`config.mk`:
```
export PLATFORM = sky130hd
export DESIGN_NAME = hlsm_ctrl
export DESIGN_NICKNAME = d
export VERILOG_FILES = /design/src/hw/hlsm_ctrl.v /design/src/hw/hlsm_sync.v
export VERILOG_INCLUDE_DIRS = /design/src /design/src/hw
export SDC_FILE = /design/constraint.sdc
export NUM_CORES = 1
export LEC_CHECK = 0
export ABC_CLOCK_PERIOD_IN_PS = 6400
export BUFFER_PORTS_ARGS = -buffer_cell sky130_fd_sc_hd__buf_2
export CORE_AREA = 2 2 83 117
export DETAILED_ROUTE_END_ITERATION = 8
export DIE_AREA = 0 0 85 119
export GPL_ROUTABILITY_DRIVEN = 0
export GPL_TIMING_DRIVEN = 0
export PLACE_DENSITY = 0.63
export SLEW_MARGIN = 30
export SYNTH_ARGS = -nofsm -noshare
export SYNTH_HDL_FRONTEND = slang
export SYNTH_SLANG_ARGS = --single-unit
```
`constraint.sdc`:
```
create_clock -name sys_clk -period 6.4 [get_ports sys_clk]
set_clock_uncertainty 0.05 [all_clocks]
set_input_delay 0.96 -clock sys_clk [delete_from_list [all_inputs] [get_ports sys_clk]]
set_output_delay 0.96 -clock sys_clk [all_outputs]
set_load 0.01 [all_outputs]
```
`src/hw/hlsm_consts.vh`:
```
// hlsm_consts.vh: timing constants for the hall latch sample-mode controller
// assumes: sys_clk at 20 MHz; times in microseconds, counts derived from them
`ifndef HLSM_CONSTS_VH
`define HLSM_CONSTS_VH
// ----------------------------------------
// clock
// ----------------------------------------
`define HLSM_CLK_MHZ          20
// ----------------------------------------
// times (us), plain defaults
// ----------------------------------------
`define HLSM_T_AWAKE_US       40
`define HLSM_T_PERIOD_NORM_US 60000
`define HLSM_T_SLEEP_SLOW_US  120000
`define HLSM_T_TIMEOUT_US     2000000
`define HLSM_FAST_RATIO       8
// ----------------------------------------
// derived cycle counts
// ----------------------------------------
`define HLSM_AWAKE_CYC       (`HLSM_T_AWAKE_US * `HLSM_CLK_MHZ)
`define HLSM_SLEEP_NORM_CYC  ((`HLSM_T_PERIOD_NORM_US - `HLSM_T_AWAKE_US) * `HLSM_CLK_MHZ)
`define HLSM_SLEEP_SLOW_CYC  (`HLSM_T_SLEEP_SLOW_US * `HLSM_CLK_MHZ)
`define HLSM_SLEEP_FAST_CYC  (`HLSM_FAST_RATIO * `HLSM_AWAKE_CYC)
`define HLSM_TIMEOUT_CYC     (`HLSM_T_TIMEOUT_US * `HLSM_CLK_MHZ)
// ----------------------------------------
// mode codes
// ----------------------------------------
`define HLSM_MODE_NORM       2'h0
`define HLSM_MODE_DUAL       2'h1
`define HLSM_MODE_EXT_SLEEP  2'h2
`define HLSM_MODE_EXT_AWAKE  2'h3
`endif

```
`src/hw/hlsm_ctrl.v`:
```
// hlsm_ctrl.v: duty-cycle sampling controller for a micro-power magnetic latch
// assumes: mode pins and the comparator level come from outside sys_clk;
// a floating mode pin is pulled low at the pad before reaching this module
`timescale 1ns/1ps
`default_nettype none
`include "hlsm_consts.vh"
module hlsm_ctrl
#(
  parameter CW              = 32,
  parameter AWAKE_CYC       = `HLSM_AWAKE_CYC,
  parameter SLEEP_NORM_CYC  = `HLSM_SLEEP_NORM_CYC,
  parameter SLEEP_SLOW_CYC  = `HLSM_SLEEP_SLOW_CYC,
  parameter SLEEP_FAST_CYC  = `HLSM_SLEEP_FAST_CYC,
  parameter TIMEOUT_CYC     = `HLSM_TIMEOUT_CYC
)
(
  // clock and reset
  input  wire       sys_clk,
  input  wire       reset_n,
  input  wire       clk_en,
  // mode pins, floating pins arrive as low
  input  wire       ext_ctl_pin,
  input  wire       rate_ctl_pin,
  // comparator level from the front end
  input  wire       field_level,
  // status
  output wire       awake,
  output wire       fast_rate,
  output wire [1:0] mode,
  output wire       sample_out
);
  // ----------------------------------------
  // pin synchronisers
  // ----------------------------------------
  wire ext_s;
  wire rate_s;
  wire fld_s;
  hlsm_sync u_sync_ext  (.sys_clk(sys_clk), .reset_n(reset_n), .clk_en(clk_en),
                         .async_in(ext_ctl_pin), .sync_out(ext_s));
  hlsm_sync u_sync_rate (.sys_clk(sys_clk), .reset_n(reset_n), .clk_en(clk_en),
                         .async_in(rate_ctl_pin), .sync_out(rate_s));
  hlsm_sync u_sync_fld  (.sys_clk(sys_clk), .reset_n(reset_n), .clk_en(clk_en),
                         .async_in(field_level), .sync_out(fld_s));

  // ----------------------------------------
  // mode decode
  // ----------------------------------------
  // a floating pin has already been pulled to 0 and decodes as low
  reg [1:0] mode_nxt;
  always @*
  begin
    case ({ext_s, rate_s})
      2'b00:   mode_nxt = `HLSM_MODE_NORM;
      2'b01:   mode_nxt = `HLSM_MODE_DUAL;
      2'b10:   mode_nxt = `HLSM_MODE_EXT_SLEEP;
      default: mode_nxt = `HLSM_MODE_EXT_AWAKE;
    endcase
  end

  // ----------------------------------------
  // state machine
  // ----------------------------------------
  localparam [2:0] ST_AWAKE = 3'h1;
  localparam [2:0] ST_SLEEP = 3'h2;
  localparam [2:0] ST_HOLD  = 3'h4;

  // ----------------------------------------
  // terminal counts, sized to the counters
  // ----------------------------------------
  // counters stop at count-1, so each phase lasts exactly its count
  localparam [CW-1:0] AWAKE_LAST      = AWAKE_CYC - 1;
  localparam [CW-1:0] SLEEP_NORM_LAST = SLEEP_NORM_CYC - 1;
  localparam [CW-1:0] SLEEP_SLOW_LAST = SLEEP_SLOW_CYC - 1;
  localparam [CW-1:0] SLEEP_FAST_LAST = SLEEP_FAST_CYC - 1;
  localparam [CW-1:0] TIMEOUT_LAST    = TIMEOUT_CYC - 1;

  // ----------------------------------------
  // registers
  // ----------------------------------------
  // clk_en low freezes every counter, so a frozen phase resumes where it stopped
  reg [2:0]    state_r;
  reg [1:0]    mode_r;
  reg [CW-1:0] cnt_r;
  reg [CW-1:0] tmo_r;
  reg          fast_r;
  reg          out_r;

  wire         mode_chg = (mode_nxt != mode_r);
  wire         chg      = (fld_s != out_r);
  wire         tmo_done = (tmo_r >= TIMEOUT_LAST);

  // ----------------------------------------
  // sleep length select
  // ----------------------------------------
  // one awake length, only the sleep length depends on mode
  reg [CW-1:0] sleep_last;
  always @*
  begin
    if (mode_r == `HLSM_MODE_NORM)
      sleep_last = SLEEP_NORM_LAST;
    else if (fast_r)
      sleep_last = SLEEP_FAST_LAST;
    else
      sleep_last = SLEEP_SLOW_LAST;
  end

  // ----------------------------------------
  // sequencer
  // ----------------------------------------

  always @(posedge sys_clk or negedge reset_n)
  begin
    if (!reset_n)
    begin
      state_r <= ST_AWAKE;
      mode_r  <= `HLSM_MODE_NORM;
      cnt_r   <= {CW{1'b0}};
      tmo_r   <= {CW{1'b0}};
      fast_r  <= 1'b0;
      out_r   <= 1'b1;
    end
    else if (clk_en)
    begin
      mode_r <= mode_nxt;
      if (mode_chg)
      begin
        // restart timing on any mode change; dual always re-enters slow
        cnt_r  <= {CW{1'b0}};
        tmo_r  <= {CW{1'b0}};
        fast_r <= 1'b0;
        case (mode_nxt)
          `HLSM_MODE_EXT_SLEEP: state_r <= ST_HOLD;
          `HLSM_MODE_EXT_AWAKE: state_r <= ST_AWAKE;
          default:              state_r <= ST_AWAKE;
        endcase
        // leaving an awake phase latches the last sample
        if (state_r == ST_AWAKE && mode_nxt == `HLSM_MODE_EXT_SLEEP)
          out_r <= fld_s;
      end
      else
      begin
        // fast-rate timeout runs across awake and sleep
        if (mode_r == `HLSM_MODE_DUAL && fast_r)
        begin
          if (tmo_done)
          begin
            fast_r <= 1'b0;
            tmo_r  <= {CW{1'b0}};
          end
          else
            tmo_r <= tmo_r + 1'b1;
        end
        case (state_r)
          ST_AWAKE:
          begin
            if (mode_r == `HLSM_MODE_EXT_AWAKE)
            begin
              // continuously awake: output follows each sample
              cnt_r <= {CW{1'b0}};
              out_r <= fld_s;
            end
            else if (cnt_r >= AWAKE_LAST)
            begin
              cnt_r   <= {CW{1'b0}};
              state_r <= ST_SLEEP;
              out_r   <= fld_s;
              if (mode_r == `HLSM_MODE_DUAL && chg)
              begin
                fast_r <= 1'b1;
                tmo_r  <= {CW{1'b0}};
              end
            end
            else
              cnt_r <= cnt_r + 1'b1;
          end
          ST_SLEEP:
          begin
            // output held, no sampling while asleep
            if (cnt_r >= sleep_last)
            begin
              cnt_r   <= {CW{1'b0}};
              state_r <= ST_AWAKE;
            end
            else
              cnt_r <= cnt_r + 1'b1;
          end
          ST_HOLD:
            cnt_r <= {CW{1'b0}};
          default:
            state_r <= ST_AWAKE;
        endcase
      end
    end
  end

  // ----------------------------------------
  // outputs
  // ----------------------------------------
  // with the ext pin high, a host toggling the rate pin sets the awake length itself
  assign awake      = (state_r == ST_AWAKE);
  assign fast_rate  = fast_r;
  assign mode       = mode_r;
  assign sample_out = out_r;
endmodule // hlsm_ctrl
`default_nettype wire

```
`src/hw/hlsm_sync.v`:
```
// hlsm_sync.v: two-flop synchroniser for one pin input
// assumes: input is asynchronous to sys_clk; resets low
`timescale 1ns/1ps
`default_nettype none
module hlsm_sync
(
  // clock and reset
  input  wire sys_clk,
  input  wire reset_n,
  input  wire clk_en,
  // data
  input  wire async_in,
  output wire sync_out
);
  reg meta_r;
  reg sync_r;
  always @(posedge sys_clk or negedge reset_n)
  begin
    if (!reset_n)
    begin
      meta_r <= 1'b0;
      sync_r <= 1'b0;
    end
    else if (clk_en)
    begin
      meta_r <= async_in;
      sync_r <= meta_r;
    end
  end
  assign sync_out = sync_r;
endmodule // hlsm_sync
`default_nettype wire

```
==> results.ini <==
[place]
port_buffers = 9
placed_area_um2 = 4627
place_hpwl_um = 7357

[clock_network]
cts_buffers = 9
cts_sinks = 77
cts.path.max_buffers = 2
path_clk_slew_ns = 0.06
cts_setup_buffers = 0
cts_max_level = 3
hold_buffers = 0
cts-resized-gates = 0
clkLatencyLatePin_ns = 0.34
ctsRootBufferMaster = clkbuf_16
cts_tree = done

[detailed_routing]
routed_wl_um = 10090
drc = 0
ant_nets = 0
vias = 3586
wl_per_cell_um = 16.59
drt-initial-drc-count = 157
vias_per_cell = 5.898
drt_first_pass_iters = 4

[critical_path]
critPathKind = reg -> reg
crit_arrival_ns = 3.73
crit_fanout = 10
cp.required_ns = 6.60
cp-start-kind = flip-flop
cp-end-kind = flip-flop

[sta]
final-hold-violation-count = 0
fmax_mhz = 283.5
rsz0062_at_grt = no
finalSetupViolCount = 0
setup_tns_ns = 0
fin_crit_sh_pct = 55.11
tightest_slew_ns = 0.9058
drv_slew = 0
period_minus_slack_ns = 3.527
maxSlewHeadroom_pct = 39.15

[floorplanning]
start_util_pct = 47.89
die_y_um = 119
num_rows = 42
io_pins = 11
core-area_um2 = 9196
die_w_um = 85
die_area_um2 = 10120

[layout]
final_cell_mix = dfrtp_1 (75), nand2_1 (49), o21ai_0 (30), nand3_1 (30)
fin_area_um2 = 4940
mostFrequentLayoutCell = dfrtp_1
drive_gt1_share_pct = 12.05
fillers = 809
diodes = 0
syn_to_final_growth_pct = 12.16
final_nets = 512

[global_route]
grt_max_degree = 46
antenna_found_initial = 0
grtUsageTotal_pct = 22.00
grt_pass1_wl_um = 17640
grt_pass1_vias = 3644
gr-total-overflow = 0

[synth]
ys_seq_area_share_pct = 43.81
synthesis.nets = 491
ys_seq_elements = 77
synthFlopType = dfrtp_1
synth_cell_types = 64
yosysWarnings = 0
synthArstFlopShare_pct = 100.0
syn_avg_cell_area_um2 = 9.331
syn_inst = 472
synth_edf_count = 0
syn_area_um2 = 4404

[pwr]
irDropWorstVdd_uv = 202.8
p_leak_nw = 2.138
p_per_area_nw_per_um2 = 264.2

[worst_hold_path]
hold_class = reg -> reg

[outcome]
outcome = complete, no violations

[run]
maxCapViolations = 0

-- path summary, 6_finish.rpt --
path	cells after the start	end	startpoint	slack, ns
min	2	cnt_r[22]	cnt_r[22]	0.42
max in group asynchronous	2	state_r[0]	reset_n	5.27
max	12	cnt_r[6]	mode[0]	2.87
max reg2reg	12	cnt_r[6]	mode[0]	2.87
min in group asynchronous	1	tmo_r[5]	reset_n	0.46
min reg2reg	2	cnt_r[22]	cnt_r[22]	0.42
-- layer usage --
metal,track usage [%],wire length [um]
met4,8.135,204
met3,4.712,298
met5,0,0
met1,26.19,4278
met2,38.48,5308
-- state kept, by name, summed over array words and instances, names as in the netlist --
signal	count
cnt_r	32
tmo_r	32
state_r	3
mode	2
fast_rate	1
sample_out	1
u_sync_ext.meta_r	1
u_sync_ext.sync_out	1
u_sync_fld.meta_r	1
u_sync_fld.sync_out	1
u_sync_rate.meta_r	1
u_sync_rate.sync_out	1
-- kinds of logic (layout without fill, tap and decap cells) --
logic type,after synthesis,in the layout,synth area share (%)
AOI/OAI and AO/OA,125,125,20.00
xor gates and xnor gates,13,13,2.585
adders and majority gates,13,13,3.693
buffers and inverters,41,67,4.062
DFF,77,77,43.81
muxes,12,12,2.955
and+or+nand+nor,191,191,22.90
-- stage by stage --
stage	total power, mW	setup WS [ns]	utilization, %	hold WS [ns]	instances
finish	1.305	2.873	53.71	0.4175	608
global route	1.375	2.614	53.71	0.4334	608
CTS	1.321	2.873	53.71	0.4237	608
detailed placement	0.7888	2.935	50.31	0.4112	592
floorplan	0.7080	3.409	-	0.3905	472
global placement	0.7804	2.915	49.88	0.4107	591
-- cell usage after synthesis (4+ instances only) --
library cell  number  share of area, %
dfrtp_1           75                43
ha_1              13               3.7
a31oi_1           17               2.4
nand3_1           30               3.4
nor4_1             9               1.3
mux2_2             8               2.0
a21oi_1           25               2.8
clkbuf_1           8              0.68
and3_1             7              0.99
or3_1              6              0.85
and2_1            19               2.7
buf_2              5              0.57
nor2_1            25               2.1
nor3_1             8              0.91
o22ai_1           10               1.4
a21o_1             7               1.2
mux2i_1            4              0.91
xor2_1             5              0.99
nand4_1           11               1.6
nand2_1           49               4.2
o21ai_0           30               3.4
and4_1             4              0.80
nand2b_1           6              0.85
inv_1             24               2.0
xnor2_1            8               1.6
-- report_power, final --
group / switching (mW) / total [mW] / internal [mW] / leakage, nW
Combinational: 0.154 / 0.241 / 0.0870 / 0.936
Clock: 0.194 / 0.527 / 0.333 / 0.152
Sequential: 0.0250 / 0.537 / 0.512 / 1.05
-- cell type report --
cell class	count	area, um2	area share [%]
sequential	77	1929	39.06
timing repair buffer	10	78.83	1.596
inverter	24	90.09	1.824
clock inverter	3	42.54	0.8612
buffer	17	88.84	1.798
multi-input combinational	354	2302	46.61
clock buffer	13	270.3	5.471
tap	110	137.6	2.786
-- worst max-delay path, stage by stage, from the launching register on --
cell       delay (ns)
dfrtp_1          0.38
buf_2            0.19
nor2_1           0.39
or2_2            0.26
ha_1             0.26
nand4_1          0.09
nor2_1           0.06
a221oi_1         0.44
a2111oi_4        0.18
o31ai_4          0.54
buf_2            0.34
nand3_1          0.10
mux2i_1          0.16
No activity file was read; power rests on OpenSTA's default activity.
